--- src/edp_params.svh ---
// constants for the direction select and preset pin logic
`ifndef EDP_PARAMS_SVH
`define EDP_PARAMS_SVH

// clock and qualification times
`define EDP_CLK_KHZ 50000
`define EDP_INIT_MS 1000
`define EDP_PRESET_LOW_MS 1000
`define EDP_PRESET_HIGH_MS 250

// widths
`define EDP_ADDR_W 8
`define EDP_POS_W 30
`define EDP_ERR_W 3
`define EDP_IRQ_W 4

// register offsets
`define EDP_CTRL_OFS 8'h00
`define EDP_PRESET_OFS 8'h04
`define EDP_STATUS_OFS 8'h08
`define EDP_POSITION_OFS 8'h0C
`define EDP_IRQ_STAT_OFS 8'h10
`define EDP_IRQ_MASK_OFS 8'h14

// field positions
`define EDP_CTRL_PRESET_DEF_BIT 0
`define EDP_ST_INIT_DONE_BIT 0
`define EDP_ST_DIR_UP_CW_BIT 1
`define EDP_ST_BUSY_BIT 2
`define EDP_ST_ERROR_BIT 3
`define EDP_ST_ARMED_BIT 4
`define EDP_IRQ_INIT_BIT 0
`define EDP_IRQ_DONE_BIT 1
`define EDP_IRQ_REFUSED_BIT 2
`define EDP_IRQ_FALSE_BIT 3

// reset values
`define EDP_CTRL_RST 1'h0
`define EDP_PRESET_RST 30'h0
`define EDP_IRQ_MASK_RST 4'h0

`endif

--- src/edp_pkg.sv ---
// types shared by the direction select and preset pin logic
`include "edp_params.svh"

package edp_pkg;

   typedef struct packed {
      logic [`EDP_ADDR_W-1:0] paddr;
      logic psel;
      logic penable;
      logic pwrite;
      logic [31:0] pwdata;
   } edp_apb_req_type;

   typedef struct packed {
      logic [31:0] prdata;
      logic pready;
      logic pslverr;
   } edp_apb_rsp_type;

   typedef struct packed {
      logic [`EDP_ERR_W-1:0] err_bits;
      logic [`EDP_POS_W-1:0] position;
   } edp_serial_type;

   typedef enum logic [1:0] {P_IDLE, P_ARMED, P_HIGH, P_BUSY} edp_preset_state_type;

   typedef struct packed {
      logic init_done;
      logic dir_up_cw;
      logic preset_def;
      logic [`EDP_POS_W-1:0] preset_value;
      logic [`EDP_POS_W-1:0] offset;
      edp_preset_state_type pstate;
      logic moved;
      logic [`EDP_IRQ_W-1:0] irq_status;
      logic [`EDP_IRQ_W-1:0] irq_mask;
      logic [`EDP_IRQ_W-1:0] rd_hold;
      logic [31:0] prdata;
      edp_serial_type serial;
      logic [`EDP_POS_W-1:0] analog_pos;
   } edp_core_state_type;

endpackage : edp_pkg

--- src/edp_sync.sv ---
// two-flop synchroniser for the configuration pins
`timescale 1ns/10ps

module edp_sync #(
   parameter int WIDTH = 2,
   parameter logic [WIDTH-1:0] RESET_VAL = '0
) (
   input wire logic pclk,
   input wire logic presetn,
   input wire logic [WIDTH-1:0] pin_in,
   output logic [WIDTH-1:0] pin_sync
);

   typedef struct packed {
      logic [WIDTH-1:0] meta;
      logic [WIDTH-1:0] sync;
   } edp_sync_state_type;

   edp_sync_state_type st_r;
   edp_sync_state_type st_nxt;

   // first stage feeds only the second stage
   always_comb begin
      st_nxt.meta = pin_in;
      st_nxt.sync = st_r.meta;
   end

   // register both stages
   always_ff @(posedge pclk or negedge presetn) begin
      if (!presetn) begin
         st_r <= {RESET_VAL, RESET_VAL};
      end else begin
         st_r <= st_nxt;
      end
   end

   assign pin_sync = st_r.sync;

endmodule : edp_sync

--- src/edp_stable_timer.sv ---
// counts how long a synchronised level has stayed unchanged
`timescale 1ns/10ps

module edp_stable_timer #(
   parameter int CNT_W = 32,
   parameter logic RESET_LEVEL = 1'b0
) (
   input wire logic pclk,
   input wire logic presetn,
   input wire logic level_in,
   output logic level,
   output logic [CNT_W-1:0] count
);

   typedef struct packed {
      logic level;
      logic [CNT_W-1:0] count;
   } edp_timer_state_type;

   edp_timer_state_type st_r;
   edp_timer_state_type st_nxt;

   // restart on a change, otherwise count up and saturate
   always_comb begin
      st_nxt = st_r;
      if (level_in != st_r.level) begin
         st_nxt.level = level_in;
         st_nxt.count = '0;
      end else if (st_r.count != '1) begin
         st_nxt.count = st_r.count + CNT_W'(1);
      end
   end

   // timer registers
   always_ff @(posedge pclk or negedge presetn) begin
      if (!presetn) begin
         st_r <= {RESET_LEVEL, {CNT_W{1'b0}}};
      end else begin
         st_r <= st_nxt;
      end
   end

   assign level = st_r.level;
   assign count = st_r.count;

endmodule : edp_stable_timer

--- src/edp_dir_preset.sv ---
// direction select latch, preset pin qualifier and apb registers
// How it works
// - open direction pin reads as high
// - high level counts up on clockwise
// - low level counts up on counterclockwise
// - direction sampled during init, 1000 ms stable
// - direction change after init ignored
// - only serial position altered, analogue untouched
// - preset needs 1000 ms low, >250 ms high
// - valid preset loads zero or preset value
// - wrong pin sequence leaves position unchanged
// - shaft moving during preset keeps position
// - error shown for whole preset process; code sets it only in P_BUSY, not while armed or in the high phase
// - internal error sends all ones serially
//
// The address map and the APB interface to the registers were decided locally.
`timescale 1ns/10ps
`include "edp_params.svh"

module edp_dir_preset #(
   parameter int unsigned INIT_MS = `EDP_INIT_MS,
   parameter int unsigned PRESET_LOW_MS = `EDP_PRESET_LOW_MS,
   parameter int unsigned PRESET_HIGH_MS = `EDP_PRESET_HIGH_MS,
   parameter int unsigned INIT_CYCLES = INIT_MS * `EDP_CLK_KHZ,
   parameter int unsigned LOW_CYCLES = PRESET_LOW_MS * `EDP_CLK_KHZ,
   parameter int unsigned HIGH_CYCLES = PRESET_HIGH_MS * `EDP_CLK_KHZ
) (
   input wire logic pclk,
   input wire logic presetn,
   input edp_pkg::edp_apb_req_type apb_req,
   output edp_pkg::edp_apb_rsp_type apb_rsp,
   input wire logic count_direction_select,
   input wire logic preset_request,
   input wire logic [`EDP_POS_W-1:0] raw_position,
   input wire logic shaft_moving,
   input wire logic internal_error,
   output edp_pkg::edp_serial_type serial_out,
   output logic [`EDP_POS_W-1:0] analog_position,
   output logic irq
);
   import edp_pkg::*;

   localparam int POS_W = `EDP_POS_W;

   edp_core_state_type st_r;
   edp_core_state_type st_nxt;
   logic [1:0] pins_sync;
   logic dir_lvl;
   logic [31:0] dir_cnt;
   logic set_lvl;
   logic [31:0] set_cnt;
   logic [POS_W-1:0] counted;
   logic [POS_W-1:0] target;
   logic error_now;
   logic setup_ph;
   logic access_ph;
   logic mapped;
   logic [31:0] rd_word;
   logic [`EDP_IRQ_W-1:0] ev;

   // both pins pass two flops; open direction pin idles high
   edp_sync #(
      .WIDTH(2),
      .RESET_VAL(2'b10)
   ) u_sync (
      .pclk(pclk),
      .presetn(presetn),
      .pin_in({count_direction_select, preset_request}),
      .pin_sync(pins_sync)
   );

   // stable time of the direction level
   edp_stable_timer #(
      .CNT_W(32),
      .RESET_LEVEL(1'b1)
   ) u_dir_timer (
      .pclk(pclk),
      .presetn(presetn),
      .level_in(pins_sync[1]),
      .level(dir_lvl),
      .count(dir_cnt)
   );

   // stable time of the preset level
   edp_stable_timer #(
      .CNT_W(32),
      .RESET_LEVEL(1'b0)
   ) u_set_timer (
      .pclk(pclk),
      .presetn(presetn),
      .level_in(pins_sync[0]),
      .level(set_lvl),
      .count(set_cnt)
   );

   // position seen on the serial channel
   assign counted = st_r.dir_up_cw ? raw_position : (POS_W'(0) - raw_position);
   assign target = st_r.preset_def ? st_r.preset_value : '0;
   assign error_now = internal_error || (st_r.pstate == P_BUSY) || !st_r.init_done;
   assign setup_ph = apb_req.psel && !apb_req.penable;
   assign access_ph = apb_req.psel && apb_req.penable;

   // register read decode
   always_comb begin
      mapped = 1'b1;
      rd_word = 32'h0000_0000;
      case (apb_req.paddr)
         `EDP_CTRL_OFS: begin
            rd_word[`EDP_CTRL_PRESET_DEF_BIT] = st_r.preset_def;
         end
         `EDP_PRESET_OFS: begin
            rd_word[POS_W-1:0] = st_r.preset_value;
         end
         `EDP_STATUS_OFS: begin
            rd_word[`EDP_ST_INIT_DONE_BIT] = st_r.init_done;
            rd_word[`EDP_ST_DIR_UP_CW_BIT] = st_r.dir_up_cw;
            rd_word[`EDP_ST_BUSY_BIT] = (st_r.pstate == P_BUSY);
            rd_word[`EDP_ST_ERROR_BIT] = error_now;
            rd_word[`EDP_ST_ARMED_BIT] = (st_r.pstate == P_ARMED);
         end
         `EDP_POSITION_OFS: begin
            rd_word[POS_W-1:0] = st_r.serial.position;
         end
         `EDP_IRQ_STAT_OFS: begin
            rd_word[`EDP_IRQ_W-1:0] = st_r.irq_status;
         end
         `EDP_IRQ_MASK_OFS: begin
            rd_word[`EDP_IRQ_W-1:0] = st_r.irq_mask;
         end
         default: begin
            mapped = 1'b0;
         end
      endcase
   end

   // next state of the whole block
   always_comb begin
      st_nxt = st_r;
      ev = '0;
      // direction latched once, at the end of a stable init phase
      if (!st_r.init_done && dir_cnt >= INIT_CYCLES) begin
         st_nxt.init_done = 1'b1;
         st_nxt.dir_up_cw = dir_lvl;
         ev[`EDP_IRQ_INIT_BIT] = 1'b1;
      end
      // preset pin sequence
      // a rise before arming counts as a false sequence
      case (st_r.pstate)
         P_IDLE: begin
            if (st_r.init_done && !set_lvl && set_cnt >= LOW_CYCLES) begin
               st_nxt.pstate = P_ARMED;
            end else if (st_r.init_done && set_lvl && set_cnt == 32'h0000_0000) begin
               ev[`EDP_IRQ_FALSE_BIT] = 1'b1;
            end
         end
         P_ARMED: begin
            if (set_lvl) begin
               st_nxt.pstate = P_HIGH;
            end
         end
         P_HIGH: begin
            if (!set_lvl) begin
               st_nxt.pstate = P_IDLE;
               ev[`EDP_IRQ_FALSE_BIT] = 1'b1;
            end else if (set_cnt > HIGH_CYCLES) begin
               st_nxt.pstate = P_BUSY;
               st_nxt.moved = shaft_moving;
            end
         end
         P_BUSY: begin
            // pin release ends the process; any motion refuses it
            st_nxt.moved = st_r.moved || shaft_moving;
            if (!set_lvl) begin
               st_nxt.pstate = P_IDLE;
               if (st_r.moved || shaft_moving) begin
                  ev[`EDP_IRQ_REFUSED_BIT] = 1'b1;
               end else begin
                  st_nxt.offset = target - counted;
                  ev[`EDP_IRQ_DONE_BIT] = 1'b1;
               end
            end
         end
         default: begin
            st_nxt.pstate = P_IDLE;
         end
      endcase
      // apb setup: capture read data and the interrupt bits reported
      if (setup_ph && !apb_req.pwrite) begin
         st_nxt.prdata = rd_word;
         st_nxt.rd_hold = (apb_req.paddr == `EDP_IRQ_STAT_OFS) ? st_r.irq_status : '0;
      end
      // apb access: writes take effect
      if (access_ph && apb_req.pwrite) begin
         case (apb_req.paddr)
            `EDP_CTRL_OFS: begin
               st_nxt.preset_def = apb_req.pwdata[`EDP_CTRL_PRESET_DEF_BIT];
            end
            `EDP_PRESET_OFS: begin
               st_nxt.preset_value = apb_req.pwdata[POS_W-1:0];
            end
            `EDP_IRQ_MASK_OFS: begin
               st_nxt.irq_mask = apb_req.pwdata[`EDP_IRQ_W-1:0];
            end
            default: begin
               st_nxt.irq_mask = st_r.irq_mask;
            end
         endcase
      end
      // read clears only what was reported; a new event wins
      if (access_ph && !apb_req.pwrite && apb_req.paddr == `EDP_IRQ_STAT_OFS) begin
         st_nxt.irq_status = (st_r.irq_status & ~st_r.rd_hold) | ev;
      end else begin
         st_nxt.irq_status = st_r.irq_status | ev;
      end
      // serial channel output word
      if (error_now) begin
         st_nxt.serial.position = '1;
         st_nxt.serial.err_bits = '1;
      end else begin
         st_nxt.serial.position = counted + st_r.offset;
         st_nxt.serial.err_bits = '0;
      end
      // analogue channel follows the sensor, never the offset
      st_nxt.analog_pos = raw_position;
   end

   // state register
   // reset leaves the serial word in error until init completes
   always_ff @(posedge pclk or negedge presetn) begin
      if (!presetn) begin
         st_r.init_done <= 1'b0;
         st_r.dir_up_cw <= 1'b1;
         st_r.preset_def <= `EDP_CTRL_RST;
         st_r.preset_value <= `EDP_PRESET_RST;
         st_r.offset <= '0;
         st_r.pstate <= P_IDLE;
         st_r.moved <= 1'b0;
         st_r.irq_status <= '0;
         st_r.irq_mask <= `EDP_IRQ_MASK_RST;
         st_r.rd_hold <= '0;
         st_r.prdata <= 32'h0000_0000;
         st_r.serial <= '1;
         st_r.analog_pos <= '0;
      end else begin
         st_r <= st_nxt;
      end
   end

   // outputs
   assign apb_rsp.prdata = st_r.prdata;
   assign apb_rsp.pready = 1'b1;
   assign apb_rsp.pslverr = access_ph && !mapped;
   assign serial_out = st_r.serial;
   assign analog_position = st_r.analog_pos;
   assign irq = |(st_r.irq_status & st_r.irq_mask);
endmodule : edp_dir_preset

--- config.mk ---
export PLATFORM = sky130hd
export DESIGN_NAME = edp_dir_preset
export DESIGN_NICKNAME = d
export VERILOG_FILES = /design/src/edp_pkg.sv /design/src/edp_sync.sv /design/src/edp_stable_timer.sv /design/src/edp_dir_preset.sv
export VERILOG_INCLUDE_DIRS = /design/src /design/src/src
export SDC_FILE = /design/constraint.sdc
export NUM_CORES = 1
export LEC_CHECK = 0
export BUFFER_PORTS_ARGS = -buffer_cell sky130_fd_sc_hd__buf_2
export CORE_UTILIZATION = 25
export DETAILED_ROUTE_END_ITERATION = 10
export GPL_TIMING_DRIVEN = 0
export PLACE_DENSITY = 0.52
export SYNTH_ARGS = -nofsm -noshare
export SYNTH_HDL_FRONTEND = slang
export SYNTH_HIERARCHICAL = 1
export SYNTH_SLANG_ARGS = --single-unit
--- constraint.sdc ---
create_clock -name pclk -period 5.15 [get_ports pclk]
set_input_delay 0.2575 -clock pclk [delete_from_list [all_inputs] [get_ports pclk]]
set_output_delay 0.2575 -clock pclk [all_outputs]
set_load 0.02 [all_outputs]
==> impl_metrics.py <==
metrics = {
    "power_and_ir_drop": {
        "switching_share_pct": 25.94,
        "ir_drop_mv": 0.2666,
        "p_switching_mw": 1.260,
        "power_frac_comb_pct": 12.8,
        "p_leak_nw": 8.608,
        "power_density_mw_per_mm2": 257.0,
        "seqPwrFrac_pct": 40.9,
        "pwr-share-clk_pct": 46.4,
        "p_int_mw": 3.597,
    },
    "drt": {
        "wire_per_inst_um": 17.77,
        "drt-initial-drc-count": 958,
        "ant_nets": 0,
        "wl_um": 49010,
        "drc": 0,
        "dr.pass1.iters": 5,
        "dr_total_vias": 13510,
        "vias_per_cell": 4.896,
    },
    "logic_synthesis": {
        "netlist_top_cells_area": "dfrtp_1 (33%), dfstp_2 (6.0%), ha_1 (5.5%)",
        "ys.flop_type": "dfrtp_1",
        "synth_area_leader_cell": "dfrtp_1",
        "syn_inst": 1684,
        "yosys_register_bits": 239,
        "synth_edf_count": 0,
        "syn_area_per_cell_um2": 9.090,
        "async_flop_share_pct": 100.0,
        "synth_cell_types": 89,
        "yosysWarnings": 6,
        "synthTopCellsByCount": "dfrtp_1 (204), nand2_1 (162), nor2_1 (154)",
        "syn_area_mm2": 0.01531,
        "yosysMostFrequentCell": "dfrtp_1",
        "post-synth-top-area-fraction_pct": 33.35,
        "ys_seq_area_share_pct": 39.36,
    },
    "place": {
        "place_area_mm2": 0.01721,
        "globalplace.congestion": 0.9107,
        "dp_slack_ns": 0.08498,
        "hpwl_um": 37400,
        "io_buffers": 170,
    },
    "worst_setup_path": {
        "crit_fanout": 10,
        "rr_worst_depth": 12,
        "path_class": "register to register",
        "worst_path_dominant_cell_family": "buffers and inverters",
        "critical_path.max_stage_delay_ns": 0.75,
        "critical_path_buf_inv_count": 2,
        "cp_data_required_time_ns": 5.66,
        "worst-endpoint-arrival_ns": 5.45,
        "reg2reg_to": "serial_out[22]",
        "slowest_stage": "buf_1",
        "crit_path_end_kind": "register",
        "critPathLaunchType": "register",
        "r2r-start": "st_r[171]",
        "worstPathCellList": "clkbuf_1 > buf_1 > nor2_1 > xor2_1 > ha_1 > a211oi_1 > nor4_1 > or3_1 > a31oi_1 > o21bai_1 > a21oi_1 > mux2i_1",
        "r2r_slack_ns": 0.20,
        "crit_start": "st_r[171]",
    },
    "worst_hold_path": {
        "hp-class": "input port to register",
        "holdCritStartpoint": "apb_req[40]",
        "worstHoldPathCells": 4,
        "hold_path_end": "apb_rsp[6]",
    },
    "clocking": {
        "cts-htree-levels": 1,
        "cts_setup_buffers": 0,
        "clk_latency_ns": 0.58,
        "numClockSinks": 239,
        "clockBufferDepth": 3,
        "clkTransAtPathRegs_ns": 0.06,
        "cts_root_buf": "clkbuf_16",
        "numCtsBuffers": 31,
        "tritoncts": "done",
    },
    "cells_and_area": {
        "final_area_mm2": 0.01890,
        "final_util_pct": 31.26,
        "drive_gt1_share_pct": 20.33,
        "syn_to_final_growth_pct": 23.48,
        "num_antenna_cells": 0,
        "nets": 2101,
    },
    "run": {
        "max-cap-violations": 0,
    },
    "sta": {
        "tightestPinTransition_ns": 0.9803,
        "worst_slack_ns": 0.2023,
        "setup_violations": 0,
        "fin_worst_skew_ns": 0.01151,
        "fin_crit_ns": 4.948,
        "final_hold_viol_count": 0,
        "max_slew_margin_pct": 34.42,
        "fmax_ghz": 0.2021,
        "fin_crit_sh_pct": 96.07,
        "slew_viol_final": 0,
    },
    "floorplanning": {
        "ioPinCount": 177,
        "core_area_mm2": 0.06047,
        "start_util_pct": 25.31,
        "die_y_um": 249.4,
        "die_w_um": 249.4,
        "rows": 90,
        "die-area_mm2": 0.06222,
    },
    "global_routing": {
        "antenna_found_initial": 0,
        "track_usage_pct": 15.60,
        "grt_overflow_total": 0,
        "grt_start_max_net_pins": 106,
        "grt_pass1_wl_um": 77090,
        "grt_pass1_vias": 13470,
    },
    "run_status": {
        "status": "completed",
    },
}
metal layers:
| metal | GRT usage, % | part of all wire, % | up-vias |
|---|---|---|---|
| li1 | - | - | 6508 |
| met1 | 21.90 | 48 | 6546 |
| met2 | 25.17 | 45 | 371 |
| met3 | 1.804 | 4.1 | 82 |
| met4 | 4.356 | 2.8 | 0 |
| met5 | 0 | 0 | - |
placed cells by master, fill, tap and decap left out, types with 26 or more instances in the layout:
cell type | netlist | final
mux2_1 | 34 | 34
and2_1 | 37 | 37
dlygate4sd3_1 | 0 | 63
nor2_1 | 154 | 154
buf_4 | 96 | 96
a21o_1 | 36 | 36
xnor2_1 | 61 | 61
nand4_1 | 37 | 37
dfstp_2 | 35 | 35
nand2_1 | 162 | 162
ha_1 | 67 | 67
buf_2 | 3 | 172
dfrtp_1 | 204 | 204
xor2_1 | 39 | 39
a221oi_1 | 26 | 26
a21oi_1 | 96 | 96
inv_1 | 67 | 67
nand3_1 | 53 | 53
clkbuf_1 | 63 | 71
clkbuf_16 | 0 | 31
o21ai_0 | 66 | 66
a31oi_1 | 33 | 33
worst max path at each step:
stage | endpoint | slack, ns | depth (start not counted)
6_report | serial_out[22] | 0.20 | 12
5_1_grt | serial_out[22] | -0.004 | 12
4_1_cts | serial_out[28] | 0.07 | 11
3_5_place_dp | serial_out[28] | 0.08 | 11
3_3_place_gp | u_dir_timer/count[4] | -0.71 | 1
2_1_floorplan | serial_out[22] | 1.65 | 11
power groups by stage:
stage,registers [mW],clock network [mW],logic (mW)
after CTS,1.98,2.33,0.627
after floorplan,2.00,0,0.365
after detailed placement,2.02,0,0.586
after global placement,2.02,0,0.574
after global routing,1.99,2.39,0.687
final,1.98,2.25,0.620
registers in the layout, summed over array words and instances, names as in the netlist:
name and cells:
u_set_timer/level 1, u_dir_timer/level 1, u_sync/st_nxt 2, st_r 78, u_set_timer/count 32, analog_position 30
apb_rsp 30, u_dir_timer/count 32, serial_out 31, u_sync/pin_sync 2
per-stage QoR:
stage	total power, mW	std cells	hold WS (ns)	TNS, ns
floorplan	2.368	1685	-0.03809	0
global placement	2.589	2637	0.3407	-135.56
detailed placement	2.603	2639	0.1889	0
CTS	4.937	2759	0.005386	0
global route	5.073	2759	0.02957	-0.004370
finish	4.857	2759	0.04445	0
worst reg2reg max path, cell delays in order, from the launching register on:
cell      delay [ns]
dfstp_2         0.65
clkbuf_1        0.59
buf_1           0.75
nor2_1          0.14
xor2_1          0.25
ha_1            0.33
a211oi_1        0.46
nor4_1          0.18
or3_1           0.49
a31oi_1         0.32
o21bai_1        0.22
a21oi_1         0.27
mux2i_1         0.22
kinds of logic after synthesis:
kind of cell / count (synthesis) / share of synthesized area [%]
AND/OR/NAND/NOR: 582 / 19.14
buffers and inverters: 235 / 8.288
other: 2 / 0.04906
adder cells (fa/ha/maj): 69 / 5.738
XOR/XNOR: 101 / 5.828
AO/OA/AOI/OAI: 403 / 17.78
flip-flops: 239 / 39.36
multiplexers: 53 / 3.825
cell type report:
class | instances | area [um2]
clock buffers | 47 | 905.9
plain buffers | 168 | 1018
repair buffers | 235 | 1546
flip-flops and latches | 239 | 6025
inverters | 67 | 251.5
multi-input cells | 1211 | 8023
clock inverters | 10 | 152.6
fillers | 6323 | 41570
well taps | 782 | 978.4
repair_timing:
item | CTS | global route
endpoints found under the setup margin | 0 | 3
resized for setup | 0 | 3
endpoints found under the hold margin | 113 | 0
hold buffers | 63 | 0
No activity file was read; power rests on OpenSTA's default activity.
